[src/include/mapc_regs.vh]
// register offsets, field positions, reset values and timing tables
`ifndef MAPC_REGS_VH
`define MAPC_REGS_VH
// ****************************************************************
// register offsets and reset values
// ****************************************************************
`define MAPC_ALGO_OFS    8'h5c
`define MAPC_PIN_OFS     8'h60
`define MAPC_ALGO_RST    32'h00000000
`define MAPC_PIN_RST     32'h00000000
`define MAPC_ALGO_WMASK  32'hffff3c18
`define MAPC_PIN_WMASK   32'hffffffff
// ****************************************************************
// field positions
// ****************************************************************
`define MAPC_PTO_LSB     5'd20
`define MAPC_ACC_LSB     5'd16
`define MAPC_STOP_LSB    5'd12
`define MAPC_RUN_LSB     5'd10
`define MAPC_HOLD_LSB    5'd3
`define MAPC_FILT_BIT    5'd19
`define MAPC_STYLE_BIT   5'd2
`define MAPC_BRK_LSB     5'd0
// ****************************************************************
// brake override codes
// ****************************************************************
`define MAPC_BRK_PIN0    2'h0
`define MAPC_BRK_FORCE   2'h1
`define MAPC_BRK_OFF     2'h2
`define MAPC_BRK_PIN3    2'h3
// ****************************************************************
// timer overflow limits for the probe timeout
// ****************************************************************
`define MAPC_PTO_OVF0    8'h05
`define MAPC_PTO_OVF1    8'h0a
`define MAPC_PTO_OVF2    8'h14
`define MAPC_PTO_OVF3    8'h28
// ****************************************************************
// persistence times in ms
// ****************************************************************
`define MAPC_SPIN_MS0    16'h0001
`define MAPC_SPIN_MS1    16'h0005
`define MAPC_SPIN_MS2    16'h0032
`define MAPC_SPIN_MS3    16'h0064
`define MAPC_HOLD_MS0    16'h0032
`define MAPC_HOLD_MS1    16'h0064
`define MAPC_HOLD_MS2    16'h00fa
`define MAPC_HOLD_MS3    16'h01f4
// ****************************************************************
// bus voltage filter strength (right shift)
// ****************************************************************
`define MAPC_VFILT_SHIFT 3
`endif

[src/hdl/mapc_top.v]
// motor algorithm and pin configuration registers with their users
`timescale 1ns/1ps
`default_nettype none
// Function
// - probe timeout fault after selected number of 16-bit timer overflows
// - probe limit codes 0..3 give 5, 10, 20, 40 overflows
// - four-bit code picks unaligned closed-loop acceleration, F equals B (2000)
// - motor declared stopped after stop condition lasts selected time
// - motor declared running after run condition lasts selected time
// - brake low current accepted after persisting 50 to 500 ms
// - filter bit set passes bus voltage unfiltered, clear keeps filter
// - style bit 0 brakes on low side, 1 brakes by aligning
// - override code 0 or 3 takes brake request from pin
// - override code 1 ignores pin and brakes per style bit
// - override code 2 ignores pin, no brake, no align
// - tuning word at 5c, all zero after reset
// - pin word at 60, all zero after reset
`include "mapc_regs.vh"
module mapc_top #(
  parameter integer CLK_HZ = 50000000,
  parameter integer TMR_W  = 16,
  parameter integer VBUS_W = 12
) (
  input  wire              clk,
  input  wire              rst,
  input  wire              ce,
  input  wire [7:0]        s_axi_awaddr,
  input  wire              s_axi_awvalid,
  output wire              s_axi_awready,
  input  wire [31:0]       s_axi_wdata,
  input  wire [3:0]        s_axi_wstrb,
  input  wire              s_axi_wvalid,
  output wire              s_axi_wready,
  output wire [1:0]        s_axi_bresp,
  output wire              s_axi_bvalid,
  input  wire              s_axi_bready,
  input  wire [7:0]        s_axi_araddr,
  input  wire              s_axi_arvalid,
  output wire              s_axi_arready,
  output wire [31:0]       s_axi_rdata,
  output wire [1:0]        s_axi_rresp,
  output wire              s_axi_rvalid,
  input  wire              s_axi_rready,
  input  wire              probe_active,
  output wire              probe_timeout_fault,
  output wire [13:0]       unaligned_loop_accel,
  input  wire              stop_cond,
  output wire              motor_stopped,
  input  wire              run_cond,
  output wire              motor_running,
  input  wire              hold_current_low,
  output wire              hold_current_ok,
  input  wire [VBUS_W-1:0] vbus_in,
  input  wire              vbus_valid,
  output wire [VBUS_W-1:0] vbus_out,
  input  wire              brake_pin,
  output wire              brake_lowside,
  output wire              brake_align
);

  localparam [31:0] CYC_PER_MS = CLK_HZ / 1000;
  localparam integer SH = `MAPC_VFILT_SHIFT;
  localparam [1:0] RESP_OK  = 2'h0;
  localparam [1:0] RESP_ERR = 2'h2;
  localparam [7:0] ALGO_ADR = `MAPC_ALGO_OFS;
  localparam [7:0] PIN_ADR  = `MAPC_PIN_OFS;
  localparam [5:0] ALGO_IDX = ALGO_ADR[7:2];
  localparam [5:0] PIN_IDX  = PIN_ADR[7:2];

  // ****************************************************************
  // register bus slave
  // ****************************************************************
  reg  [31:0] algo_q;
  reg  [31:0] pin_q;
  reg         aw_held_q;
  reg  [7:0]  aw_addr_q;
  reg         w_held_q;
  reg  [31:0] w_data_q;
  reg  [3:0]  w_strb_q;
  reg         bvalid_q;
  reg  [1:0]  bresp_q;
  reg         rvalid_q;
  reg  [31:0] rdata_q;
  reg  [1:0]  rresp_q;
  reg  [31:0] bmask;
  reg  [31:0] rd_val;
  reg         rd_hit;
  wire        wr_go;
  wire        aw_take;
  wire        w_take;
  wire        ar_take;

  assign s_axi_awready = ~aw_held_q & ~bvalid_q;
  assign s_axi_wready  = ~w_held_q & ~bvalid_q;
  assign s_axi_bvalid  = bvalid_q;
  assign s_axi_bresp   = bresp_q;
  assign s_axi_arready = ~rvalid_q;
  assign s_axi_rvalid  = rvalid_q;
  assign s_axi_rdata   = rdata_q;
  assign s_axi_rresp   = rresp_q;
  assign aw_take = ce & s_axi_awvalid & s_axi_awready;
  assign w_take  = ce & s_axi_wvalid & s_axi_wready;
  assign ar_take = ce & s_axi_arvalid & s_axi_arready;
  assign wr_go   = ce & aw_held_q & w_held_q & ~bvalid_q;

  // byte-enable mask from the held strobes
  always @* begin
    bmask = {{8{w_strb_q[3]}}, {8{w_strb_q[2]}},
             {8{w_strb_q[1]}}, {8{w_strb_q[0]}}};
  end

  // read decode; unmapped word reads zero with an error answer
  always @* begin
    rd_val = 32'h00000000;
    rd_hit = 1'b1;
    case (s_axi_araddr[7:2])
      ALGO_IDX: rd_val = algo_q & `MAPC_ALGO_WMASK;
      PIN_IDX:  rd_val = pin_q;
      default:             rd_hit = 1'b0;
    endcase
  end

  // address and data are caught in either order, then written together
  always @(posedge clk) begin
    if (rst) begin
      aw_held_q <= 1'b0;
      aw_addr_q <= 8'h00;
      w_held_q  <= 1'b0;
      w_data_q  <= 32'h00000000;
      w_strb_q  <= 4'h0;
      bvalid_q  <= 1'b0;
      bresp_q   <= RESP_OK;
      algo_q    <= `MAPC_ALGO_RST;
      pin_q     <= `MAPC_PIN_RST;
    end else if (ce) begin
      if (aw_take) begin
        aw_held_q <= 1'b1;
        aw_addr_q <= s_axi_awaddr;
      end
      if (w_take) begin
        w_held_q <= 1'b1;
        w_data_q <= s_axi_wdata;
        w_strb_q <= s_axi_wstrb;
      end
      if (wr_go) begin
        aw_held_q <= 1'b0;
        w_held_q  <= 1'b0;
        bvalid_q  <= 1'b1;
        bresp_q   <= RESP_OK;
        case (aw_addr_q[7:2])
          ALGO_IDX: algo_q <= (algo_q & ~(bmask &
            `MAPC_ALGO_WMASK)) | (w_data_q & bmask &
            `MAPC_ALGO_WMASK);
          PIN_IDX: pin_q <= (pin_q & ~bmask) |
            (w_data_q & bmask);
          default: bresp_q <= RESP_ERR;
        endcase
      end else if (bvalid_q & s_axi_bready) begin
        bvalid_q <= 1'b0;
      end
    end
  end

  // read answer one cycle after the address is taken
  always @(posedge clk) begin
    if (rst) begin
      rvalid_q <= 1'b0;
      rdata_q  <= 32'h00000000;
      rresp_q  <= RESP_OK;
    end else if (ce) begin
      if (ar_take) begin
        rvalid_q <= 1'b1;
        rdata_q  <= rd_val;
        rresp_q  <= rd_hit ? RESP_OK : RESP_ERR;
      end else if (rvalid_q & s_axi_rready) begin
        rvalid_q <= 1'b0;
      end
    end
  end

  // ****************************************************************
  // field extraction
  // ****************************************************************
  wire [1:0] pto_code  = algo_q[`MAPC_PTO_LSB+1 -: 2];
  wire [3:0] acc_code  = algo_q[`MAPC_ACC_LSB+3 -: 4];
  wire [1:0] stop_code = algo_q[`MAPC_STOP_LSB+1 -: 2];
  wire [1:0] run_code  = algo_q[`MAPC_RUN_LSB+1 -: 2];
  wire [1:0] hold_code = algo_q[`MAPC_HOLD_LSB+1 -: 2];
  wire       filt_off  = pin_q[`MAPC_FILT_BIT];
  wire       style     = pin_q[`MAPC_STYLE_BIT];
  wire [1:0] brk_code  = pin_q[`MAPC_BRK_LSB+1 -: 2];

  // ****************************************************************
  // rotor angle probe timeout
  // ****************************************************************
  reg [TMR_W-1:0] ptmr_q;
  reg [7:0]       povf_q;
  reg             pfault_q;
  reg [7:0]       pto_lim;

  // overflow limit per code
  always @* begin
    case (pto_code)
      2'h0:    pto_lim = `MAPC_PTO_OVF0;
      2'h1:    pto_lim = `MAPC_PTO_OVF1;
      2'h2:    pto_lim = `MAPC_PTO_OVF2;
      default: pto_lim = `MAPC_PTO_OVF3;
    endcase
  end

  // timer runs while probing; fault holds until probing ends
  always @(posedge clk) begin
    if (rst) begin
      ptmr_q   <= {TMR_W{1'b0}};
      povf_q   <= 8'h00;
      pfault_q <= 1'b0;
    end else if (ce) begin
      if (!probe_active) begin
        ptmr_q   <= {TMR_W{1'b0}};
        povf_q   <= 8'h00;
        pfault_q <= 1'b0;
      end else begin
        ptmr_q <= ptmr_q + 1'b1;
        if (&ptmr_q && !pfault_q) begin
          povf_q <= povf_q + 8'h01;
          if (povf_q + 8'h01 >= pto_lim)
            pfault_q <= 1'b1;
        end
      end
    end
  end
  assign probe_timeout_fault = pfault_q;

  // ****************************************************************
  // unaligned closed-loop acceleration, in 0.1 Hz/s units
  // ****************************************************************
  reg [13:0] acc_q;
  reg [13:0] acc_d;

  // code to rate table
  always @* begin
    case (acc_code)
      4'h0:    acc_d = 14'h0001;
      4'h1:    acc_d = 14'h000a;
      4'h2:    acc_d = 14'h0014;
      4'h3:    acc_d = 14'h001e;
      4'h4:    acc_d = 14'h0032;
      4'h5:    acc_d = 14'h0064;
      4'h6:    acc_d = 14'h00c8;
      4'h7:    acc_d = 14'h012c;
      4'h8:    acc_d = 14'h0190;
      4'h9:    acc_d = 14'h01f4;
      4'ha:    acc_d = 14'h03e8;
      4'hb:    acc_d = 14'h07d0;
      4'hc:    acc_d = 14'h1388;
      4'hd:    acc_d = 14'h1d4c;
      4'he:    acc_d = 14'h2710;
      default: acc_d = 14'h07d0;
    endcase
  end

  // registered rate output
  always @(posedge clk) begin
    if (rst)
      acc_q <= 14'h0001;
    else if (ce)
      acc_q <= acc_d;
  end
  assign unaligned_loop_accel = acc_q;

  // ****************************************************************
  // persistence detectors: stopped, running, brake low current
  // ****************************************************************
  function [31:0] ms_to_cyc;
    input [15:0] ms;
    reg   [47:0] p;
    begin
      p = ms * CYC_PER_MS;
      ms_to_cyc = p[31:0];
    end
  endfunction

  function [15:0] spin_ms;
    input [1:0] code;
    begin
      case (code)
        2'h0:    spin_ms = `MAPC_SPIN_MS0;
        2'h1:    spin_ms = `MAPC_SPIN_MS1;
        2'h2:    spin_ms = `MAPC_SPIN_MS2;
        default: spin_ms = `MAPC_SPIN_MS3;
      endcase
    end
  endfunction

  function [15:0] hold_ms;
    input [1:0] code;
    begin
      case (code)
        2'h0:    hold_ms = `MAPC_HOLD_MS0;
        2'h1:    hold_ms = `MAPC_HOLD_MS1;
        2'h2:    hold_ms = `MAPC_HOLD_MS2;
        default: hold_ms = `MAPC_HOLD_MS3;
      endcase
    end
  endfunction

  wire [2:0]  pers_cond = {hold_current_low, run_cond, stop_cond};
  wire [31:0] pers_tgt [0:2];
  wire [2:0]  pers_out;

  assign pers_tgt[0] = ms_to_cyc(spin_ms(stop_code));
  assign pers_tgt[1] = ms_to_cyc(spin_ms(run_code));
  assign pers_tgt[2] = ms_to_cyc(hold_ms(hold_code));

  genvar gi;
  generate
    for (gi = 0; gi < 3; gi = gi + 1) begin : g_pers
      reg [31:0] cnt_q;
      reg        out_q;
      // count consecutive cycles of the condition, saturating at target
      always @(posedge clk) begin
        if (rst) begin
          cnt_q <= 32'h00000000;
          out_q <= 1'b0;
        end else if (ce) begin
          if (!pers_cond[gi]) begin
            cnt_q <= 32'h00000000;
            out_q <= 1'b0;
          end else begin
            if (cnt_q < pers_tgt[gi])
              cnt_q <= cnt_q + 32'h00000001;
            out_q <= (cnt_q + 32'h00000001 >= pers_tgt[gi]);
          end
        end
      end
      assign pers_out[gi] = out_q;
    end
  endgenerate

  assign motor_stopped   = pers_out[0];
  assign motor_running   = pers_out[1];
  assign hold_current_ok = pers_out[2];

  // ****************************************************************
  // bus voltage filter
  // ****************************************************************
  reg [VBUS_W+SH-1:0] vacc_q;
  reg [VBUS_W-1:0]    vout_q;
  wire [VBUS_W+SH-1:0] vacc_d = vacc_q + {{SH{1'b0}}, vbus_in} -
                                {{SH{1'b0}}, vacc_q[VBUS_W+SH-1:SH]};

  // first-order low pass, or straight through when switched off
  always @(posedge clk) begin
    if (rst) begin
      vacc_q <= {(VBUS_W+SH){1'b0}};
      vout_q <= {VBUS_W{1'b0}};
    end else if (ce && vbus_valid) begin
      if (filt_off) begin
        vacc_q <= {vbus_in, {SH{1'b0}}};
        vout_q <= vbus_in;
      end else begin
        vacc_q <= vacc_d;
        vout_q <= vacc_d[VBUS_W+SH-1:SH];
      end
    end
  end
  assign vbus_out = vout_q;

  // ****************************************************************
  // brake pin and override
  // ****************************************************************
  reg brk_s1_q;
  reg brk_s2_q;
  reg brk_s3_q;
  reg brk_lvl_q;
  reg lowside_q;
  reg align_q;
  reg brk_req;

  // three-stage pin synchroniser; level moves when stages two and three agree
  always @(posedge clk) begin
    if (rst) begin
      brk_s1_q  <= 1'b0;
      brk_s2_q  <= 1'b0;
      brk_s3_q  <= 1'b0;
      brk_lvl_q <= 1'b0;
    end else if (ce) begin
      brk_s1_q <= brake_pin;
      brk_s2_q <= brk_s1_q;
      brk_s3_q <= brk_s2_q;
      if (brk_s2_q == brk_s3_q)
        brk_lvl_q <= brk_s3_q;
    end
  end

  // request source selected by the override code
  always @* begin
    case (brk_code)
      `MAPC_BRK_FORCE: brk_req = 1'b1;
      `MAPC_BRK_OFF:   brk_req = 1'b0;
      default:         brk_req = brk_lvl_q;
    endcase
  end

  // style bit steers the request to low-side or align braking
  always @(posedge clk) begin
    if (rst) begin
      lowside_q <= 1'b0;
      align_q   <= 1'b0;
    end else if (ce) begin
      lowside_q <= brk_req & ~style;
      align_q   <= brk_req & style;
    end
  end
  assign brake_lowside = lowside_q;
  assign brake_align   = align_q;

endmodule
`default_nettype wire

[config.mk]
export PLATFORM = sky130hd
export DESIGN_NAME = mapc_top
export DESIGN_NICKNAME = d
export VERILOG_FILES = /design/src/hdl/mapc_top.v
export VERILOG_INCLUDE_DIRS = /design/src /design/src/include
export SDC_FILE = /design/constraint.sdc
export NUM_CORES = 1
export LEC_CHECK = 0
export BUFFER_PORTS_ARGS = -buffer_cell sky130_fd_sc_hd__buf_2
export CAP_MARGIN = 20
export CORE_MARGIN = 2
export CORE_UTILIZATION = 60
export CTS_CLUSTER_SIZE = 28
export DETAILED_ROUTE_END_ITERATION = 7
export PLACE_DENSITY = 0.8
export SLEW_MARGIN = 20
export SYNTH_ARGS = -nofsm -noshare
export SYNTH_HDL_FRONTEND = slang
export SYNTH_SLANG_ARGS = --single-unit
[constraint.sdc]
create_clock -name clk -period 4.6 [get_ports clk]
set_input_delay 0.23 -clock clk [delete_from_list [all_inputs] [get_ports clk]]
set_output_delay 0.23 -clock clk [all_outputs]
set_load 0.03 [all_outputs]
==> impl_metrics.ini <==
[sta]
report.final.slew_viol_count = 0
rsz0062_at_grt = false
finalCritPeriodShare_pct = 91.03
period_needed_ns = 4.187
final-hold-violation-count = 0
clock_skew_ns = 0.01905
setup_viol = 0
postLayoutSetupSlackWorst_ns = 0.4126
fin_setup_tns_ns = 0
worst_pin_slew_ns = 1.056
fmax_mhz = 238.8
maxSlewHeadroom_pct = 29.59

[floorplanning]
ios = 151
die_area_sq_mm = 0.03063
num_rows = 62
core_sq_mm = 0.02878
fp.dieW_um = 175.0
die_h_um = 175.0
start_util_pct = 60.96

[synth]
yosysMostFrequentCell = dfxtp_1
yosysTopAreaCell = dfxtp_1
yosys_register_bits = 293
synth_flop_cell = dfxtp_1
synth_edf_count = 0
async_flop_share_pct = 0
synth_top_area_share_pct = 33.43
ys_top_cells_by_count = dfxtp_1, nand2_1, nor2_1, ha_1, a21oi_1
syn_avg_cell_area_sq_um = 8.323
syn_area_sq_mm = 0.01755
ys_seq_area_share_pct = 33.43
ys_types = 82
ys_warn_count = 0
synth_top_cells_by_area = dfxtp_1, ha_1, nand2_1
syn_inst = 2108

[cells_and_area]
fin_area_sq_mm = 0.02003
drive_gt1_share_pct = 11.74
fillCellCount = 2249
nets = 2509
finalNonFillerCells = 2659
syn2layout_area_growth_pct = 14.18
seq_area_sq_mm = 0.005866
multi_input_area_sq_mm = 0.01087

[drt]
firstDrtPassIters = 7
drtAntennaViolNets = 0
wl_per_cell_um = 17.07
drc = 0
drt_wl_total_um = 45400
viasPerCell = 6.011
drtIter0Drc = 1222
vias = 15984

[clocking]
cts_root_buf = clkbuf_16
cts_tree = yes
clk_pin_slew_ns = 0.06
numCtsBuffers = 31
clockBufferDepth = 3
cts_sinks = 293
htree_num_levels = 1
cts_setup_buffers = 0
clock_latency_ns = 0.57

[run_status]
status = finished, final reports clean

[setup_path]
crit_path_start_kind = register
cp_max_fo = 13
regToRegSetupSlack_ns = 0.41
reg2reg_to = g_pers[2].cnt_q[14]
critPathCaptureType = register
worstSetupPathType = reg -> reg
arrival_ns = 4.64
reg2regPathDepth = 15
worstPathRequired_ns = 5.05

[global_routing]
antenna_found_initial = 1
grt_max_degree = 108
gr-total-overflow = 0
grt_pass1_wl_um = 75780
first_global_vias = 15859
track_usage_pct = 29.30

[pwr]
finalPower_mw = 6.134
power_leakage_nw = 9.208
pwr_density_cell_mw_per_mm2 = 306.2
ir_drop_uv = 281.9

[run]
maxCapViolCount = 0

[worst_hold_path]
min_path_cells = 3
hold_end = g_pers[2].cnt_q[26]
worstHoldStart = hold_current_low
hp-class = in -> reg

[placed_design]
hpwlAfterDp_um = 31480
postPlaceCellArea_sq_mm = 0.01849
pre_cts_ws_ns = 0.3370
placed_cells = 2556
place.port_buffers = 144
gp_congestion = 0.8890
## area by class of cell
class	count	area share (%)
antenna	1	0.01249
tap	384	2.398
timing repair buffer	213	6.777
inverter	100	1.874
multi-input combinational	1611	54.26
clock buffer	41	4.310
sequential	293	29.28
clock inverter	16	1.093
## cell families (layout without fill, tap and decap cells)
group,Yosys count,count (layout),share of synthesized area (%)
and+or+nand+nor,812,812,22.38
AOI/OAI and AO/OA,450,450,17.12
DFF,293,293,33.43
buffers and inverters,207,370,4.828
adders and majority gates,182,182,13.48
xor gates and xnor gates,85,85,4.243
muxes,78,78,4.493
other,1,5,0.02137
## how the worst max path moves through the flow
stage	start	end	slack, ns	cells after the start
floorplan	register	g_pers[2].cnt_q[16]	1.02	16
global placement	register	g_pers[2].cnt_q[19]	0.47	14
detailed placement	register	g_pers[2].cnt_q[14]	0.34	15
CTS	register	g_pers[2].cnt_q[14]	0.26	15
global route	register	g_pers[2].cnt_q[14]	0.01	15
finish	register	g_pers[2].cnt_q[14]	0.41	15
## where the power goes
part | switching [mW] | internal [mW] | total (mW)
registers | 0.0498 | 2.59 | 2.64
clock network | 1.06 | 1.59 | 2.66
logic | 0.504 | 0.332 | 0.835
total | 1.61 | 4.52 | 6.13
## stage by stage
stage / util, % / hold WS (ns)
after floorplan: - / 0.3660
after global routing: 69.61 / 0.04095
final: 69.61 / 0.03501
after detailed placement: 64.26 / 0.4423
after global placement: 64.26 / 0.4389
after CTS: 69.59 / 0.006535
## worst max-delay path: stages, from the launching register on
cell and delay, ns:
dfxtp_1 0.49, inv_1 0.16, ha_1 0.28, nand2_1 0.15, inv_1 0.08, nor2_1 0.21, inv_1 0.16, ha_1 0.32
a21o_1 0.16, a21o_1 0.17, a21o_1 0.21, o41ai_1 0.49, o21ai_1 0.29, and2_1 0.40, buf_4 0.28, a32o_1 0.22
## layout by cell type (no fill, tap or decap), drive strengths merged, types with 24 or more instances in the layout
master       count
nand3           75
a21o            33
dfxtp          293
and3            42
a21oi          130
nor2           202
clkbuf          41
dlygate4sd3     45
inv            101
mux2i           72
nand4           37
a211oi          29
o21ai           86
nand2          247
buf            168
a221oi          24
xor2            38
nor3            51
xnor2           47
and2            38
ha             169
## metal layers
layer,track usage (%),wire length (um)
met2,50.15,21730
met5,0,0
met4,10.80,1495
met1,37.26,19480
met3,4.678,2695
## repair_timing
| item | CTS | global route |
|---|---|---|
| endpoints found under the setup margin | 0 | 16 |
| gates resized for setup | 0 | 2 |
| hold buffers | 45 | 0 |
| endpoints found under the hold margin | 45 | 0 |
Note: power is estimated with default switching activity, not from simulation.
